**src/design/tsr_pkg.sv**
```systemverilog
// Constants and carriers for the touch status and LED setup register bank
// Contract
// Current button states at 04h and 05h
// State bit reads 1 touched, 0 released
// Latched button states at 07h and 08h
// Stored checksum: high 1Ah, low 1Bh
// Stored checksum sums stored configuration registers
// Committed settings become the new defaults
// Live checksum: high 1Ch, low 1Dh
// Live checksum sums live configuration registers
// Offset 1Eh returns fixed identity code
// Offset 1Fh returns fixed program revision
// LED setup register field layout at 01h
// Three-bit mode selects map; 101-111 invalid
// Latched bit holds until host reads it
// Checksums are 16-bit wrapping sums, split
package tsr_pkg;
	localparam int unsigned BUTTONS   = 10;
	localparam int unsigned MODE_W    = 3;
	localparam int          CFG_FIRST = 1;
	localparam int          CFG_LAST  = 7;
	localparam logic [3:0]  BYTE_BITS = 4'h8;

	// Offsets shared by all maps and the operating map
	localparam logic [7:0] OFF_MODE      = 8'h00;
	localparam logic [7:0] OFF_NOW_LO    = 8'h04;
	localparam logic [7:0] OFF_NOW_HI    = 8'h05;
	localparam logic [7:0] OFF_HELD_LO   = 8'h07;
	localparam logic [7:0] OFF_HELD_HI   = 8'h08;
	localparam logic [7:0] OFF_STORED_HI = 8'h1A;
	localparam logic [7:0] OFF_STORED_LO = 8'h1B;
	localparam logic [7:0] OFF_LIVE_HI   = 8'h1C;
	localparam logic [7:0] OFF_LIVE_LO   = 8'h1D;
	localparam logic [7:0] OFF_PART_ID   = 8'h1E;
	localparam logic [7:0] OFF_REVISION  = 8'h1F;

	// LED map: setup, four fade periods, two dimming bytes
	localparam logic [7:0] OFF_LED_FIRST = 8'h01;
	localparam logic [7:0] OFF_LED_LAST  = 8'h07;

	// Map select codes
	localparam logic [2:0] MODE_OPERATING  = 3'h0;
	localparam logic [2:0] MODE_LED        = 3'h1;
	localparam logic [2:0] MODE_DEVICE     = 3'h2;
	localparam logic [2:0] MODE_TEST       = 3'h3;
	localparam logic [2:0] MODE_DEBUG      = 3'h4;
	localparam logic [2:0] MODE_LAST_VALID = MODE_DEBUG;

	// Reset values
	localparam logic [2:0]  MODE_RESET = MODE_OPERATING;
	localparam logic [7:0]  CFG_RESET  = 8'h00;
	localparam logic [15:0] SUM_BASE   = 16'h003B;

	// LED setup byte, bit 7 first
	typedef struct packed {
		logic       last_btn_fx_en;
		logic       analog_out_en;
		logic [1:0] standby_bright;
		logic       on_time_en;
		logic       touch_fx_en;
		logic       pwron_fx_en;
		logic       pwron_seq;
	} led_setup_s;

	// One register access from the serial port
	typedef struct packed {
		logic       valid;
		logic [7:0] addr;
		logic [7:0] data;
	} reg_access_s;
endpackage

```
**src/design/i2c_target_port.sv**
```systemverilog
`timescale 1ns/1ns
// Serial target port: pointer byte, auto-increment writes and reads
module i2c_target_port #(
	parameter logic [6:0] TARGET_ADDR = 7'h2C
) (
	input  wire logic                clk_sys_i,
	input  wire logic                rst_n_i,
	input  wire logic                scl_i,
	input  wire logic                sda_i,
	output logic                     sda_oe_o,
	input  wire logic [7:0]          rd_data_i,
	output logic [7:0]               ptr_o,
	output tsr_pkg::reg_access_s     wr_o,
	output tsr_pkg::reg_access_s     rd_o
);
	typedef enum logic [2:0] {ST_IDLE, ST_ADDR, ST_ACK_ADDR, ST_RX, ST_ACK_RX, ST_TX, ST_ACK_TX} phase_e;

	logic [1:0]           scl_sync_q;
	logic [1:0]           sda_sync_q;
	logic                 scl_prev_q;
	logic                 sda_prev_q;
	phase_e               phase_q, phase_d;
	logic [3:0]           bits_q, bits_d;
	logic [7:0]           shift_q, shift_d;
	logic [7:0]           ptr_q, ptr_d;
	logic                 rw_q, rw_d;
	logic                 first_q, first_d;
	logic                 oe_q, oe_d;
	tsr_pkg::reg_access_s wr_q, wr_d;
	tsr_pkg::reg_access_s rd_q, rd_d;
	logic                 scl_s, sda_s, start, stop, rise, fall;

	// Bus conditions seen on the synchronised pins
	assign scl_s = scl_sync_q[1];
	assign sda_s = sda_sync_q[1];
	assign start = scl_s && scl_prev_q && sda_prev_q && !sda_s;
	assign stop  = scl_s && scl_prev_q && !sda_prev_q && sda_s;
	assign rise  = scl_s && !scl_prev_q;
	assign fall  = !scl_s && scl_prev_q;

	// Byte sequencer
	always_comb begin
		phase_d = phase_q;
		bits_d  = bits_q;
		shift_d = shift_q;
		ptr_d   = ptr_q;
		rw_d    = rw_q;
		first_d = first_q;
		oe_d    = oe_q;
		wr_d    = '0;
		rd_d    = '0;
		if (start) begin
			phase_d = ST_ADDR;
			bits_d  = 4'h0;
			oe_d    = 1'b0;
		end else if (stop) begin
			phase_d = ST_IDLE;
			oe_d    = 1'b0;
		end else begin
			case (phase_q)
				ST_ADDR, ST_RX: begin
					if (rise) begin
						shift_d = {shift_q[6:0], sda_s};
						bits_d  = bits_q + 4'h1;
					end else if (fall && bits_q == tsr_pkg::BYTE_BITS) begin
						bits_d = 4'h0;
						if (phase_q == ST_ADDR) begin
							if (shift_q[7:1] == TARGET_ADDR) begin
								oe_d    = 1'b1;
								rw_d    = shift_q[0];
								phase_d = ST_ACK_ADDR;
							end else begin
								phase_d = ST_IDLE;
							end
						end else begin
							oe_d    = 1'b1;
							phase_d = ST_ACK_RX;
							first_d = 1'b0;
							if (first_q) begin
								ptr_d = shift_q;
							end else begin
								wr_d  = '{valid: 1'b1, addr: ptr_q, data: shift_q};
								ptr_d = ptr_q + 8'h01;
							end
						end
					end
				end
				ST_ACK_ADDR, ST_ACK_TX: begin
					if (phase_q == ST_ACK_TX && rise && sda_s) begin
						phase_d = ST_IDLE; // Controller declined more data
					end else if (fall) begin
						bits_d = 4'h0;
						if (phase_q == ST_ACK_TX || rw_q) begin
							shift_d = rd_data_i;
							oe_d    = !rd_data_i[7];
							rd_d    = '{valid: 1'b1, addr: ptr_q, data: rd_data_i};
							phase_d = ST_TX;
						end else begin
							oe_d    = 1'b0;
							first_d = 1'b1;
							phase_d = ST_RX;
						end
					end
				end
				ST_ACK_RX: begin
					if (fall) begin
						oe_d    = 1'b0;
						phase_d = ST_RX;
					end
				end
				ST_TX: begin
					if (rise) begin
						bits_d = bits_q + 4'h1;
					end else if (fall) begin
						if (bits_q == tsr_pkg::BYTE_BITS) begin
							oe_d    = 1'b0;
							ptr_d   = ptr_q + 8'h01;
							phase_d = ST_ACK_TX;
						end else begin
							shift_d = {shift_q[6:0], 1'b0};
							oe_d    = !shift_q[6];
						end
					end
				end
				default: begin
					oe_d = 1'b0;
				end
			endcase
		end
	end

	// Pin synchronisers and sequencer state
	always_ff @(posedge clk_sys_i) begin
		if (!rst_n_i) begin
			scl_sync_q <= 2'h3;
			sda_sync_q <= 2'h3;
			scl_prev_q <= 1'b1;
			sda_prev_q <= 1'b1;
			phase_q    <= ST_IDLE;
			bits_q     <= 4'h0;
			shift_q    <= 8'h00;
			ptr_q      <= 8'h00;
			rw_q       <= 1'b0;
			first_q    <= 1'b0;
			oe_q       <= 1'b0;
			wr_q       <= '0;
			rd_q       <= '0;
		end else begin
			scl_sync_q <= {scl_sync_q[0], scl_i};
			sda_sync_q <= {sda_sync_q[0], sda_i};
			scl_prev_q <= scl_s;
			sda_prev_q <= sda_s;
			phase_q    <= phase_d;
			bits_q     <= bits_d;
			shift_q    <= shift_d;
			ptr_q      <= ptr_d;
			rw_q       <= rw_d;
			first_q    <= first_d;
			oe_q       <= oe_d;
			wr_q       <= wr_d;
			rd_q       <= rd_d;
		end
	end

	assign sda_oe_o = oe_q;
	assign ptr_o    = ptr_q;
	assign wr_o     = wr_q;
	assign rd_o     = rd_q;
endmodule

```
**src/design/touch_status_checksum_regs.sv**
```systemverilog
`timescale 1ns/1ns
// Button status, checksum, identity and LED setup registers behind a serial target port
module touch_status_checksum_regs #(
	parameter logic [6:0] TARGET_ADDR = 7'h2C,
	parameter logic [7:0] PART_ID     = 8'h5C, // Arbitrary value
	parameter logic [7:0] REVISION    = 8'h07  // Arbitrary value
) (
	input  wire logic                        clk_sys_i,
	input  wire logic                        rst_n_i,
	input  wire logic                        scl_i,
	input  wire logic                        sda_i,
	output logic                             sda_o,
	output logic                             sda_oe_o,
	input  wire logic [tsr_pkg::BUTTONS-1:0] button_touch_i,
	input  wire logic                        commit_i,
	input  wire logic                        restore_i,
	output logic [tsr_pkg::MODE_W-1:0]       mode_o,
	output tsr_pkg::led_setup_s              led_setup_o,
	output logic [3:0][7:0]                  fade_period_o,
	output logic [7:0]                       out0_dim_a_o,
	output logic [7:0]                       out0_dim_b_o
);
	logic [7:0]                  ptr;
	tsr_pkg::reg_access_s        wr;
	tsr_pkg::reg_access_s        rd;
	logic [tsr_pkg::MODE_W-1:0]  mode_q, mode_d;
	logic [7:0]                  cfg_q [tsr_pkg::CFG_FIRST:tsr_pkg::CFG_LAST];
	logic [7:0]                  cfg_d [tsr_pkg::CFG_FIRST:tsr_pkg::CFG_LAST];
	logic [7:0]                  stored_q [tsr_pkg::CFG_FIRST:tsr_pkg::CFG_LAST];
	logic [7:0]                  stored_d [tsr_pkg::CFG_FIRST:tsr_pkg::CFG_LAST];
	logic [tsr_pkg::BUTTONS-1:0] now_q, now_d;
	logic [8:0]                  held_q, held_d;
	logic [tsr_pkg::BUTTONS-1:0] press;
	logic                        clr_lo, clr_hi;
	logic [15:0]                 live_sum_q, live_sum_d;
	logic [15:0]                 stored_sum_q, stored_sum_d;
	logic [7:0]                  rd_data_q, rd_data_d;
	logic                        sda_level_q;
	logic                        in_led_range;

	// Serial port: pointer, write pulses, read pulses
	i2c_target_port #(
		.TARGET_ADDR(TARGET_ADDR)
	) i2c_target_port_inst (
		.clk_sys_i (clk_sys_i),
		.rst_n_i   (rst_n_i),
		.scl_i     (scl_i),
		.sda_i     (sda_i),
		.sda_oe_o  (sda_oe_o),
		.rd_data_i (rd_data_q),
		.ptr_o     (ptr),
		.wr_o      (wr),
		.rd_o      (rd)
	);

	// Map select and LED settings, live and stored copies
	always_comb begin
		mode_d   = mode_q;
		cfg_d    = cfg_q;
		stored_d = stored_q;
		if (commit_i) begin
			stored_d = cfg_q;
		end
		if (wr.valid && wr.addr == tsr_pkg::OFF_MODE) begin
			if (wr.data[2:0] <= tsr_pkg::MODE_LAST_VALID) begin
				mode_d = wr.data[2:0];
			end
		end
		if (restore_i) begin
			cfg_d = stored_q;
		end else if (wr.valid && mode_q == tsr_pkg::MODE_LED && wr.addr >= tsr_pkg::OFF_LED_FIRST
				&& wr.addr <= tsr_pkg::OFF_LED_LAST) begin
			cfg_d[wr.addr[2:0]] = wr.data;
		end
	end

	always_ff @(posedge clk_sys_i) begin
		if (!rst_n_i) begin
			mode_q   <= tsr_pkg::MODE_RESET;
			cfg_q    <= '{default: tsr_pkg::CFG_RESET};
			stored_q <= '{default: tsr_pkg::CFG_RESET};
		end else begin
			mode_q   <= mode_d;
			cfg_q    <= cfg_d;
			stored_q <= stored_d;
		end
	end

	// Button sampling and latched presses; a new press beats a read clear
	assign press  = button_touch_i & ~now_q;
	assign clr_lo = rd.valid && mode_q == tsr_pkg::MODE_OPERATING && rd.addr == tsr_pkg::OFF_HELD_LO;
	assign clr_hi = rd.valid && mode_q == tsr_pkg::MODE_OPERATING && rd.addr == tsr_pkg::OFF_HELD_HI;

	always_comb begin
		now_d       = button_touch_i;
		held_d[7:0] = (clr_lo ? 8'h00 : held_q[7:0]) | press[7:0];
		held_d[8]   = (clr_hi ? 1'b0 : held_q[8]) | press[8];
	end

	always_ff @(posedge clk_sys_i) begin
		if (!rst_n_i) begin
			now_q  <= '0;
			held_q <= '0;
		end else begin
			now_q  <= now_d;
			held_q <= held_d;
		end
	end

	// Wrapping sums over the stored and live settings
	always_comb begin
		live_sum_d   = tsr_pkg::SUM_BASE;
		stored_sum_d = tsr_pkg::SUM_BASE;
		for (int i = tsr_pkg::CFG_FIRST; i <= tsr_pkg::CFG_LAST; i++) begin
			live_sum_d   = live_sum_d + {8'h00, cfg_q[i]};
			stored_sum_d = stored_sum_d + {8'h00, stored_q[i]};
		end
	end

	always_ff @(posedge clk_sys_i) begin
		if (!rst_n_i) begin
			live_sum_q   <= tsr_pkg::SUM_BASE;
			stored_sum_q <= tsr_pkg::SUM_BASE;
		end else begin
			live_sum_q   <= live_sum_d;
			stored_sum_q <= stored_sum_d;
		end
	end

	// Read data for the current pointer in the selected map
	assign in_led_range = ptr >= tsr_pkg::OFF_LED_FIRST && ptr <= tsr_pkg::OFF_LED_LAST;

	always_comb begin
		rd_data_d = 8'h00;
		if (ptr == tsr_pkg::OFF_MODE) begin
			rd_data_d = {5'h00, mode_q};
		end else begin
			case (mode_q)
				tsr_pkg::MODE_OPERATING: begin
					case (ptr)
						tsr_pkg::OFF_NOW_LO:    rd_data_d = now_q[7:0];
						tsr_pkg::OFF_NOW_HI:    rd_data_d = {6'h00, now_q[9:8]};
						tsr_pkg::OFF_HELD_LO:   rd_data_d = held_q[7:0];
						tsr_pkg::OFF_HELD_HI:   rd_data_d = {7'h00, held_q[8]};
						tsr_pkg::OFF_STORED_HI: rd_data_d = stored_sum_q[15:8];
						tsr_pkg::OFF_STORED_LO: rd_data_d = stored_sum_q[7:0];
						tsr_pkg::OFF_LIVE_HI:   rd_data_d = live_sum_q[15:8];
						tsr_pkg::OFF_LIVE_LO:   rd_data_d = live_sum_q[7:0];
						tsr_pkg::OFF_PART_ID:   rd_data_d = PART_ID;
						tsr_pkg::OFF_REVISION:  rd_data_d = REVISION;
						default:                rd_data_d = 8'h00;
					endcase
				end
				tsr_pkg::MODE_LED: begin
					if (in_led_range) begin
						rd_data_d = cfg_q[ptr[2:0]];
					end
				end
				default: begin
					rd_data_d = 8'h00;
				end
			endcase
		end
	end

	always_ff @(posedge clk_sys_i) begin
		if (!rst_n_i) begin
			rd_data_q   <= 8'h00;
			sda_level_q <= 1'b0;
		end else begin
			rd_data_q   <= rd_data_d;
			sda_level_q <= 1'b0; // Open drain: only ever pulls low
		end
	end

	// Register-backed outputs
	assign sda_o         = sda_level_q;
	assign mode_o        = mode_q;
	assign led_setup_o   = tsr_pkg::led_setup_s'(cfg_q[1]);
	assign fade_period_o = {cfg_q[5], cfg_q[4], cfg_q[3], cfg_q[2]};
	assign out0_dim_a_o  = cfg_q[6];
	assign out0_dim_b_o  = cfg_q[7];
endmodule

```
**config.mk**
```make
export PLATFORM = sky130hd
export DESIGN_NAME = touch_status_checksum_regs
export DESIGN_NICKNAME = d
export VERILOG_FILES = /design/src/design/tsr_pkg.sv /design/src/design/i2c_target_port.sv /design/src/design/touch_status_checksum_regs.sv
export SDC_FILE = /design/constraint.sdc
export NUM_CORES = 1
export LEC_CHECK = 0
export BUFFER_PORTS_ARGS = -buffer_cell sky130_fd_sc_hd__buf_2
export CAP_MARGIN = 40
export CORE_MARGIN = 5
export CORE_UTILIZATION = 45
export CTS_CLUSTER_SIZE = 24
export DETAILED_ROUTE_END_ITERATION = 8
export MAX_ROUTING_LAYER = met4
export PLACE_DENSITY = 0.71
export SYNTH_ARGS = -nofsm -noshare
export SYNTH_HDL_FRONTEND = slang
export SYNTH_HIERARCHICAL = 1
export SYNTH_SLANG_ARGS = --single-unit
```
**constraint.sdc**
```tcl
create_clock -name clk_sys_i -period 6.15 [get_ports clk_sys_i]
set_input_delay 0 -clock clk_sys_i [delete_from_list [all_inputs] [get_ports clk_sys_i]]
set_output_delay 0 -clock clk_sys_i [all_outputs]
set_load 0.005 [all_outputs]
```
==> run summary, run 1 <==
RUN STATUS
----------------------------------------------------------------------------------------------------
Run status                                                                                 completed

CLOCK NETWORK
----------------------------------------------------------------------------------------------------
Sink Count                                                                                       222
Post-CTS Resized                                                                                   0
TritonCTS clock tree                                                                            done
CTS max path bufs                                                                                  3
Maximum level of the CTS H-tree                                                                    1
Clock-pin slew reported for the worst setup and hold paths after clock tree synthesis        0.06 ns
Worst-skew pair later-pin latency                                                            0.52 ns
Number of buffers inserted by hold repair at cts                                                  27
CTS Buf Count                                                                                     25
CTS root buf                                                                               clkbuf_16
Number of buffers inserted by post-CTS setup repair                                                0

GRT
----------------------------------------------------------------------------------------------------
Maximum number of pins on one net before global-route repair                                      87
Number of global-route vias before repair                                                      10.1k
GR Util All Layers                                                                             22.0%
Global-route met3 utilization                                                                  3.35%
Met1 track demand over resource in global routing                                              28.9%
Congestion Overflow GR                                                                             0
Antenna violations before repair                                                                   1
Most Crowded Layer GR                                                                           met2
Wire length of the first global-routing pass                                               54,300 µm
GRT met2 Usage                                                                                 34.8%

PLACED DESIGN
----------------------------------------------------------------------------------------------------
Number of placed instances with taps included                                                  1,799
Detailed placement HPWL                                                                    23,400 µm
Port bufs                                                                                         75
Final weighted congestion in routability-driven placement                                      0.897

POWER
----------------------------------------------------------------------------------------------------
Power per cell area                                                                       275 nW/µm²
Leakage power of the design                                                                  6.29 nW
VDD IR-drop max                                                                             0.211 mV

CRITICAL PATH
----------------------------------------------------------------------------------------------------
Worst path max stage delay                                                                   0.55 ns
Critical path class                                                                     flip-flop to flip-flop
List of cells traversed by the critical path                                            inv_1, fa_1, inv_1, fa_1, fa_1, inv_1, fa_1, inv_1, ha_1, inv_1, fa_1, nor2b_1, o21ai_1, a21boi_0, o21ai_0, a221oi_1
Maximum fanout along the worst path                                                                4
Required @ worst endpoint                                                                    6.58 ns
Crit start category                                                                        flip-flop
Arrival time reported for the critical path endpoint                                         4.72 ns
Slowest cell on the critical path                                                               fa_1
Critical path capture point type                                                           flip-flop

FINISH
----------------------------------------------------------------------------------------------------
Net count of the finished layout                                                               1,610
Flip-flop and latch area                                                                    4450 µm²
Multi-input combinational cell area                                                         7100 µm²
Proportion of layout cells with a drive suffix above 1                                         11.3%
Final core utilization                                                                         52.0%
Filler Cells Inserted                                                                          2,540
Final Instance Count excl. Fillers                                                             1,870
Area added between synthesis and finish                                                        13.7%
N_diodes                                                                                           0

ROUTE
----------------------------------------------------------------------------------------------------
Number of search-and-repair iterations in the first detailed-routing pass                          5
Detailed-route via count                                                                       10.1k
Remaining antenna violation count                                                                  0
Post-route DRC violation count                                                                     0
Wire length per cell after detailed routing                                                  17.9 µm
Number of vias per cell                                                                         5.38
Routed wire length                                                                         33,400 µm
Number of DRC markers after the initial detailed-route iteration                                 816

STA
----------------------------------------------------------------------------------------------------
Worst slew pin tran                                                                         0.928 ns
Period Utilization, post-route                                                                 69.8%
Final Skew                                                                                0.00865 ns
Normalized max-slew margin                                                                     38.2%
Min cycle time layout                                                                        4.30 ns
Final Setup Violations                                                                             0
Post-Route Hold Slack                                                                       0.323 ns
Hold violation count in the final report                                                           0
Number of max-slew violations in the final report                                                  0
Peak Freq                                                                                  0.233 GHz
Sum Neg Setup Slack                                                                             0 ns
RSZ-0062 raised after global routing                                                           false

LOGIC SYNTHESIS
----------------------------------------------------------------------------------------------------
Syn nets                                                                                       1,548
Synthesized area per cell                                                                   9.01 µm²
Warnings, synthesis                                                                                6
Cell area after synthesis                                                                 12,700 µm²
Number of instances in the synthesized netlist                                                 1,413

FLOORPLAN
----------------------------------------------------------------------------------------------------
Area of the die                                                                           31,800 µm²
Initial Utilization                                                                            45.7%
Chip width                                                                                    178 µm
Core box area                                                                             27,900 µm²
Row count                                                                                         61
Ports placed on the boundary                                                                      77
Die Span Y                                                                                    178 µm

RUN
----------------------------------------------------------------------------------------------------
Maxcap violations                                                                                  0

MIN PATH
----------------------------------------------------------------------------------------------------
Worst hold path class                                                                   input pin to flip-flop

## metal layers
metal / wire [µm] / vias to the layer above
li1: - / 4810
met3: 1950 / 88
met4: 1250 / 0
met5: 0 / -
met1: 14700 / 4853
met2: 15500 / 308
## area by class of cell
type,count,share of cell area (%)
clock buffer,36,5.09
clock inverter,8,0.622
inverter,222,5.76
multi-input combinational,889,49.1
sequential,222,30.7
tap,378,3.27
timing repair buffer,115,5.48
## sequential cells by signal, summed over array words and instances, names as in the netlist, 9 cells and up
name	cells
stored_q	56
fade_period_o	32
i2c_target_port_inst/wr_o	17
live_sum_q	11
stored_sum_q	11
now_q	10
held_q	9
i2c_target_port_inst/rd_o	9
## cells in the final DEF (no fill, tap or decap), types with 10 or more instances in the layout
cell / n
inv_1: 220
and2_1: 31
buf_4: 10
clkbuf_16: 25
mux2_2: 11
fa_1: 78
ha_1: 41
nand2b_1: 23
dlygate4sd3_1: 27
o22ai_1: 10
a21oi_1: 103
mux2i_1: 124
dfxtp_1: 220
nand3_1: 15
nand2_1: 79
nor2_1: 93
o21ai_0: 102
a22oi_1: 11
nor3_1: 19
buf_2: 74
## power by group
group | switching, mW | internal [mW]
sequential | 0.0769 | 1.54
clock | 0.612 | 0.878
combinational | 0.490 | 0.385
## critical path: cells and delay by family, from the launching register on
| family | cells | cell delay [ns] |
|---|---|---|
| DFF | 1 | 0.34 |
| adders and majority gates | 6 | 2.61 |
| AOI/OAI and AO/OA | 4 | 0.80 |
| buffers and inverters | 5 | 0.30 |
| and+or+nand+nor | 1 | 0.16 |
## through the flow
step	total power, mW	area, µm²	worst slack [ns]
3_3_place_gp	2.48	13300	1.92
4_1_cts	4.01	14500	1.84
2_1_floorplan	2.27	12700	2.11
6_report	3.98	14500	1.85
5_1_grt	4.21	14500	1.52
3_5_place_dp	2.50	13400	1.86
## path summary, 6_finish.rpt
check	from	end	slack [ns]	depth (start not counted)
min	button_touch_i[8]	held_q[8]	0.32	4
max	stored_q[2]	stored_sum_q[8]	1.85	16
min reg2reg	i2c_target_port_inst/scl_sync_q[0]	i2c_target_port_inst/scl_sync_q[1]	0.41	1
max reg2reg	stored_q[2]	stored_sum_q[8]	1.85	16
No activity file was read; power rests on OpenSTA's default activity.
==> run 2, diff against run 1 <==
==> constraint.sdc (replaced) <==
create_clock -name clk_sys_i -period 4.1 [get_ports clk_sys_i]
set_input_delay 0 -clock clk_sys_i [delete_from_list [all_inputs] [get_ports clk_sys_i]]
set_output_delay 0 -clock clk_sys_i [all_outputs]
set_load 0.005 [all_outputs]
==> run 2 against run 1 <==
Compared with the run above:
- the run now ends with setup timing left
- register-to-register slack got worse by 1.9 ns
- routed wire length increased by 4.7%
- sequential power increased by 50%
- flip-flop and latch count unchanged
- design area increased by 2.0%
- die area unchanged
- worst setup slack got worse by 1.9 ns
- combinational power increased by 67%
- via count increased by 2.1%
- first-iteration DRC count decreased by 1.5%
- clock skew increased by 0.0038 ns
- critical endpoint unchanged
==> run summary, run 2 (same netlist as run 1, synthesis figures left out) <==
RUN STATUS
----------------------------------------------------------------------------------------------------
Run status                                                                              finished with violations
Failing checks                                                                          setup timing

STA
----------------------------------------------------------------------------------------------------
Min cycle time layout                                                                        4.12 ns   -0.178 ns
Normalized max-slew margin                                                                     40.0%   +1.9 points
RSZ-0062 raised after global routing                                                            true
Period Utilization, post-route                                                                  100%   +31 points
Worst slew pin tran                                                                         0.893 ns   -0.0346 ns
Sum Neg Setup Slack                                                                       -0.0172 ns   -0.0172 ns
Peak Freq                                                                                  0.243 GHz   +4.3%
Final Skew                                                                                 0.0124 ns   +0.00377 ns
Hold violation count in the final report                                                           0   unchanged
Worst Slack Setup Final                                                                   -0.0172 ns   -1.87 ns
Post-Route Hold Slack                                                                      0.0735 ns   -0.250 ns
Final Setup Violations                                                                             1   +1
Number of max-slew violations in the final report                                                  0   unchanged

FINISH
----------------------------------------------------------------------------------------------------
N_diodes                                                                                           0   unchanged
Filler Cells Inserted                                                                          2,467   -2.9%
Most frequent cells in the layout                                                       inv_1, dfxtp_1, mux2i_1
Net count of the finished layout                                                               1,631   +1.3%
Area added between synthesis and finish                                                        15.9%
Most common cell after layout, fill and taps aside                                             inv_1
Proportion of layout cells with a drive suffix above 1                                         15.0%   +3.7 points
Max reg flops                                                                                     56   unchanged
Final Cell Area                                                                           14,800 µm²   +2.0%
Biggest register                                                                            stored_q

FLOORPLAN
----------------------------------------------------------------------------------------------------
Area of the die                                                                           31,800 µm²   unchanged
Row count                                                                                         61   unchanged
Chip width                                                                                    178 µm   unchanged
Initial Utilization                                                                            45.7%   unchanged
Core box area                                                                             27,900 µm²   unchanged
Die Span Y                                                                                    178 µm   unchanged
Ports placed on the boundary                                                                      77   unchanged

CRITICAL PATH
----------------------------------------------------------------------------------------------------
Cell depth of the worst setup path                                                                16   unchanged
Critical path class                                                                     flip-flop to flip-flop
Critical path launch point                                                              stored_q[18]
Most frequent CP cell                                                                          inv_2
Required @ worst endpoint                                                                    4.53 ns   -2.05 ns
Crit start category                                                                        flip-flop
Crit Reg-Reg Startpoint                                                                 stored_q[18]
Slowest cell on the critical path                                                               fa_1
Category of cells accounting for the largest share of critical-path delay                adder cells
Worst reg2reg setup slack                                                                   -0.02 ns   -1.87 ns
Critical path capture point type                                                           flip-flop
Endpoint of the worst register-to-register path                                         stored_sum_q[8]
List of cells traversed by the critical path                                            inv_2, fa_1, inv_2, fa_1, fa_1, inv_2, fa_1, inv_2, ha_4, inv_2, fa_2, nor2b_4, o21ai_4, a21boi_2, or3_1, a221oi_2
Worst path max stage delay                                                                   0.57 ns   +0.02 ns
Arrival time reported for the critical path endpoint                                         4.55 ns   -0.17 ns
Maximum fanout along the worst path                                                                4   unchanged
Worst path buffer plus inverter count                                                              5   unchanged
Depth of the worst register-to-register path                                                      16   unchanged

RUN
----------------------------------------------------------------------------------------------------
Maxcap violations                                                                                  0   unchanged

CLOCK NETWORK
----------------------------------------------------------------------------------------------------
TritonCTS clock tree                                                                            done
Clock-pin slew reported for the worst setup and hold paths after clock tree synthesis        0.06 ns   about the same
CTS root buf                                                                               clkbuf_16
Sink Count                                                                                       222   unchanged
Worst-skew pair later-pin latency                                                            0.53 ns   about the same
CTS max path bufs                                                                                  3   unchanged
Maximum level of the CTS H-tree                                                                    1   unchanged
CTS Buf Count                                                                                     26   +4.0%

PLACED DESIGN
----------------------------------------------------------------------------------------------------
Final weighted congestion in routability-driven placement                                      0.915   +2.0%
Instance area after placement                                                             13,500 µm²   +1.0%
Port bufs                                                                                         75   unchanged
Detailed placement HPWL                                                                    24,200 µm   +3.2%

ROUTE
----------------------------------------------------------------------------------------------------
Routed wire length                                                                         35,000 µm   +4.7%
Number of vias per cell                                                                         5.43   +0.86%
Remaining antenna violation count                                                                  0   unchanged
Post-route DRC violation count                                                                     0   unchanged
Wire length per cell after detailed routing                                                  18.5 µm   +3.5%
Detailed-route via count                                                                       10.3k   +2.1%
Number of DRC markers after the initial detailed-route iteration                                 804   -1.5%
Number of search-and-repair iterations in the first detailed-routing pass                          6   +1

POWER
----------------------------------------------------------------------------------------------------
Post-route total power                                                                       6.26 mW   +57%
Leakage power of the design                                                                  6.43 nW   +2.3%
VDD IR-drop max                                                                             0.378 mV   +79%
Power per cell area                                                                       424 nW/µm²   +54%

GRT
----------------------------------------------------------------------------------------------------
Congestion Overflow GR                                                                             0   unchanged
Wire length of the first global-routing pass                                               55,700 µm   +2.7%
Maximum number of pins on one net before global-route repair                                      63   -28%
Number of global-route vias before repair                                                      10.1k   -0.30%
GR Util All Layers                                                                             22.7%   +0.74 points
Antenna violations before repair                                                                   1   unchanged

MIN PATH
----------------------------------------------------------------------------------------------------
Hold Path Cell Cnt                                                                                 3   -1
End of the worst hold path                                                              fade_period_o[4]
HP Start                                                                                   restore_i
Worst hold path class                                                                   input pin to flip-flop

-- run 2: cell types whose count changed in the layout (fill, tap and decap cells not counted), moves of 6 or more --
| cell | previous run | this run |
|---|---|---|
| dfxtp_1 | 220 | 212 |
| inv_2 | 2 | 8 |
| dlygate4sd3_1 | 27 | 20 |
| dfxtp_2 | 2 | 10 |
| buf_4 | 10 | 37 |
| inv_1 | 220 | 214 |
-- run 2: report_power, final --
part | switching, mW | internal, mW
Sequential | 0.111 | 2.30
Combinational | 0.817 | 0.643
Clock | 0.958 | 1.42
Total | 1.89 | 4.37
-- run 2: through the flow --
stage | std cells | worst slack [ns] | util, %
2_1_floorplan | 1413 | 0.0627 | -
3_5_place_dp | 1819 | -0.252 | 48.5
6_report | 1893 | -0.0172 | 53.0
5_1_grt | 1893 | -0.140 | 53.0
4_1_cts | 1890 | -0.0323 | 52.6
3_3_place_gp | 1816 | -0.130 | 48.4
-- run 2: how the worst max path moves through the flow --
stage	endpoint	slack, ns
6_report	stored_sum_q[8]	-0.02
5_1_grt	stored_sum_q[8]	-0.14
4_1_cts	stored_sum_q[8]	-0.03
3_5_place_dp	stored_sum_q[8]	-0.25
3_3_place_gp	stored_sum_q[8]	-0.13
2_1_floorplan	live_sum_q[8]	0.06
-- run 2: per-layer routing --
layer	routed length, µm	global-route usage, %	up-vias
met3	2020	2.71	82
met4	1230	7.20	0
met5	0	-	-
met1	15300	30.5	4979
li1	-	-	4870
met2	16500	36.1	339
-- run 2: cell type report --
cell class	count	area [µm²]	area share (%)
clock buffer	33	748	5.07
clock inverter	14	146	0.992
inverter	222	833	5.65
multi-input combinational	889	7180	48.7
sequential	222	4460	30.2
tap	378	473	3.20
timing repair buffer	135	922	6.25
-- run 2: timing repair --
item,CTS,global route
endpoints found under the setup margin,4,7
pin swaps,7,18
hold buffers,20,0
hold endpoints to repair,44,0
cloned,0,0
resized for setup,10,23
buffers inserted,4,3
-- run 2: worst register-to-register path: cells and delay by family (launching register included) --
| family | cells | cell delay (ns) |
|---|---|---|
| AO/OA/AOI/OAI | 3 | 0.54 |
| adder cells (fa/ha/maj) | 6 | 2.51 |
| buffers and inverters | 5 | 0.23 |
| flip-flops | 1 | 0.35 |
| AND/OR/NAND/NOR | 2 | 0.39 |
==> run 3, diff against run 2 <==
--- a/config.mk
+++ b/config.mk
@@ -13,6 +13,7 @@
 export DETAILED_ROUTE_END_ITERATION = 8
 export MAX_ROUTING_LAYER = met4
 export PLACE_DENSITY = 0.71
+export SKIP_CTS_REPAIR_TIMING = 1
 export SYNTH_ARGS = -nofsm -noshare
 export SYNTH_HDL_FRONTEND = slang
 export SYNTH_HIERARCHICAL = 1
==> constraint.sdc (replaced) <==
create_clock -name clk_sys_i -period 4.1 [get_ports clk_sys_i]
set_input_delay 0.41 -clock clk_sys_i [delete_from_list [all_inputs] [get_ports clk_sys_i]]
set_output_delay 0.41 -clock clk_sys_i [all_outputs]
set_load 0.005 [all_outputs]
==> run 3 against run 2 <==
Compared with the run above:
- the run now ends clean
- critical path depth grew 1
- cell count down 1.1%
- die area unchanged
- clock power about the same
- register-to-register slack better by 0.07 ns
- maximum frequency rose by 1.9%
- first-iteration DRC count fell by 4.2%
- routed wire length decreased by 4.1%
- clock skew increased by 0.0017 ns
- hold slack gained 0.0060 ns
- non-clock buffer count fell by 20
- worst setup slack improved by 0.075 ns
==> run summary, run 3 (same netlist as run 1, synthesis figures left out) <==
FINISH
----------------------------------------------------------------------------------------------------
Final core utilization                                                                         52.1%   -0.93 points
Most frequent cells in the layout                                                       inv_1, dfxtp_1, mux2i_1
Most common cell after layout, fill and taps aside                                             inv_1
Net count of the finished layout                                                               1,611   -1.2%
Max reg flops                                                                                     56   unchanged
Biggest register                                                                            stored_q
N_diodes                                                                                           0   unchanged
Area added between synthesis and finish                                                        13.9%
Final Cell Area                                                                           14,500 µm²   -1.8%
Proportion of layout cells with a drive suffix above 1                                         14.7%   -0.32 points
Filler Cells Inserted                                                                          2,553   +3.5%

STA
----------------------------------------------------------------------------------------------------
Sum Neg Setup Slack                                                                             0 ns   +0.0172 ns
Hold violation count in the final report                                                           0   unchanged
Worst Slack Setup Final                                                                    0.0576 ns   +0.0749 ns
Number of max-slew violations in the final report                                                  0   unchanged
Period Utilization, post-route                                                                 98.6%   -1.8 points
Worst slew pin tran                                                                         0.909 ns   +0.0159 ns
Peak Freq                                                                                  0.247 GHz   +1.9%
Final Skew                                                                                 0.0142 ns   +0.00175 ns
RSZ-0062 raised after global routing                                                            true
Min cycle time layout                                                                        4.04 ns   -0.0749 ns
Final Setup Violations                                                                             0   -1
Normalized max-slew margin                                                                     39.4%   -0.62 points

CRITICAL PATH
----------------------------------------------------------------------------------------------------
Crit start category                                                                        flip-flop
Critical path class                                                                     flip-flop to flip-flop
Critical path capture point type                                                           flip-flop
Slowest cell on the critical path                                                               fa_1
Required @ worst endpoint                                                                    4.54 ns   about the same
Worst path max stage delay                                                                   0.54 ns   -0.03 ns
Most frequent CP cell                                                                           fa_1
List of cells traversed by the critical path                                            inv_2, fa_1, inv_2, fa_1, fa_1, inv_1, fa_1, inv_1, ha_2, inv_2, fa_2, nor2b_2, o21ai_2, a21boi_2, buf_4, o21ai_2, a221oi_2
Arrival time reported for the critical path endpoint                                         4.48 ns   -0.07 ns
Maximum fanout along the worst path                                                                3   -1

CLOCK NETWORK
----------------------------------------------------------------------------------------------------
Sink Count                                                                                       222   unchanged
Maximum level of the CTS H-tree                                                                    1   unchanged
CTS Buf Count                                                                                     26   unchanged
CTS root buf                                                                               clkbuf_16
Clock-pin slew reported for the worst setup and hold paths after clock tree synthesis        0.06 ns   about the same
CTS max path bufs                                                                                  3   unchanged
Worst-skew pair later-pin latency                                                            0.53 ns   about the same
TritonCTS clock tree                                                                            done

POWER
----------------------------------------------------------------------------------------------------
Net switching component of the power                                                         1.81 mW   -4.2%
Combinational Power Share                                                                      22.8%   -0.5 points
VDD IR-drop max                                                                             0.347 mV   -8.2%
Share of power burned in registers                                                             39.1%   +0.5 points
Power per cell area                                                                       425 nW/µm²   +0.39%
Internal power contribution                                                                  4.36 mW   -0.14%
Proportion of total power due to net switching                                                 29.3%   -0.87 points
Leakage power of the design                                                                  6.35 nW   -1.3%
Post-route total power                                                                       6.17 mW   -1.4%
Clock share of power                                                                           38.0%   about the same

PLACED DESIGN
----------------------------------------------------------------------------------------------------
Pre-CTS WS                                                                                 -0.283 ns   -0.0302 ns
Detailed placement HPWL                                                                    24,200 µm   +0.14%
Final weighted congestion in routability-driven placement                                      0.897   -1.9%
Instance area after placement                                                             13,500 µm²   +0.15%
Port bufs                                                                                         75   unchanged

ROUTE
----------------------------------------------------------------------------------------------------
Number of vias per cell                                                                         5.40   -0.44%
Detailed-route via count                                                                       10.1k   -1.5%
Post-route DRC violation count                                                                     0   unchanged
Number of DRC markers after the initial detailed-route iteration                                 770   -4.2%
Wire length per cell after detailed routing                                                  17.9 µm   -3.0%
Remaining antenna violation count                                                                  0   unchanged
Number of search-and-repair iterations in the first detailed-routing pass                          5   -1
Routed wire length                                                                         33,600 µm   -4.1%

GRT
----------------------------------------------------------------------------------------------------
Maximum number of pins on one net before global-route repair                                      51   -19%
Congestion Overflow GR                                                                             0   unchanged
Number of global-route vias before repair                                                      10.0k   -0.54%
GR Util All Layers                                                                             21.9%   -0.78 points
Wire length of the first global-routing pass                                               54,400 µm   -2.4%
Antenna violations before repair                                                                   0   -1

FLOORPLAN
----------------------------------------------------------------------------------------------------
Die Span Y                                                                                    178 µm   unchanged
Chip width                                                                                    178 µm   unchanged
Core box area                                                                             27,900 µm²   unchanged
Ports placed on the boundary                                                                      77   unchanged
Initial Utilization                                                                            45.7%   unchanged
Area of the die                                                                           31,800 µm²   unchanged
Row count                                                                                         61   unchanged

RUN
----------------------------------------------------------------------------------------------------
Maxcap violations                                                                                  0   unchanged

RUN STATUS
----------------------------------------------------------------------------------------------------
Run status                                                                                 completed

MIN PATH
----------------------------------------------------------------------------------------------------
Worst hold path class                                                                   input pin to flip-flop

## run 3: critical path: cells and delay by family, from the launching register on
kind / cells / cell delay, ns
adders and majority gates: 6 / 2.49
AOI/OAI and AO/OA: 4 / 0.59
buffers and inverters: 6 / 0.39
DFF: 1 / 0.33
and+or+nand+nor: 1 / 0.16
## run 3: metrics by stage
stage | instances | hold WS, ns
after floorplan | 1413 | 0.386
after global placement | 1821 | 0.391
after detailed placement | 1823 | 0.395
after CTS | 1869 | 0.0629
after global routing | 1872 | 0.0735
final | 1872 | 0.0795
## run 3: final cells by class
cell class	instances	area, µm²	area share [%]
Tap cell	378	473	3.26
Inverter	222	833	5.75
Clock buffer	35	736	5.07
Timing Repair Buffer	115	704	4.86
Multi-Input combinational cell	889	7160	49.4
Clock inverter	11	139	0.958
Sequential cell	222	4450	30.7
## run 3: power groups by stage
stage	registers (mW)	logic [mW]	clock network, mW
final	2.42	1.41	2.35
after global routing	2.43	1.62	2.49
after CTS	2.41	1.34	2.39
after detailed placement	2.46	1.33	0
after global placement	2.46	1.30	0
after floorplan	2.42	0.992	0
## run 3: final timing paths
path	from	end	slack [ns]	depth (start not counted)
setup / recovery	stored_q[42]	stored_sum_q[8]	0.06	17
hold / removal	sda_i	i2c_target_port_inst/sda_sync_q[0]	0.08	2
setup reg to reg	stored_q[42]	stored_sum_q[8]	0.06	17
hold reg to reg	i2c_target_port_inst/scl_sync_q[0]	i2c_target_port_inst/scl_sync_q[1]	0.41	1
## run 3: per-layer routing
metal | routed length, µm | GRT usage (%) | up-vias
met5 | 0 | - | -
met2 | 16000 | 35.3 | 321
met4 | 916 | 5.72 | 0
met3 | 2110 | 3.52 | 57
li1 | - | - | 4826
met1 | 14500 | 29.0 | 4907
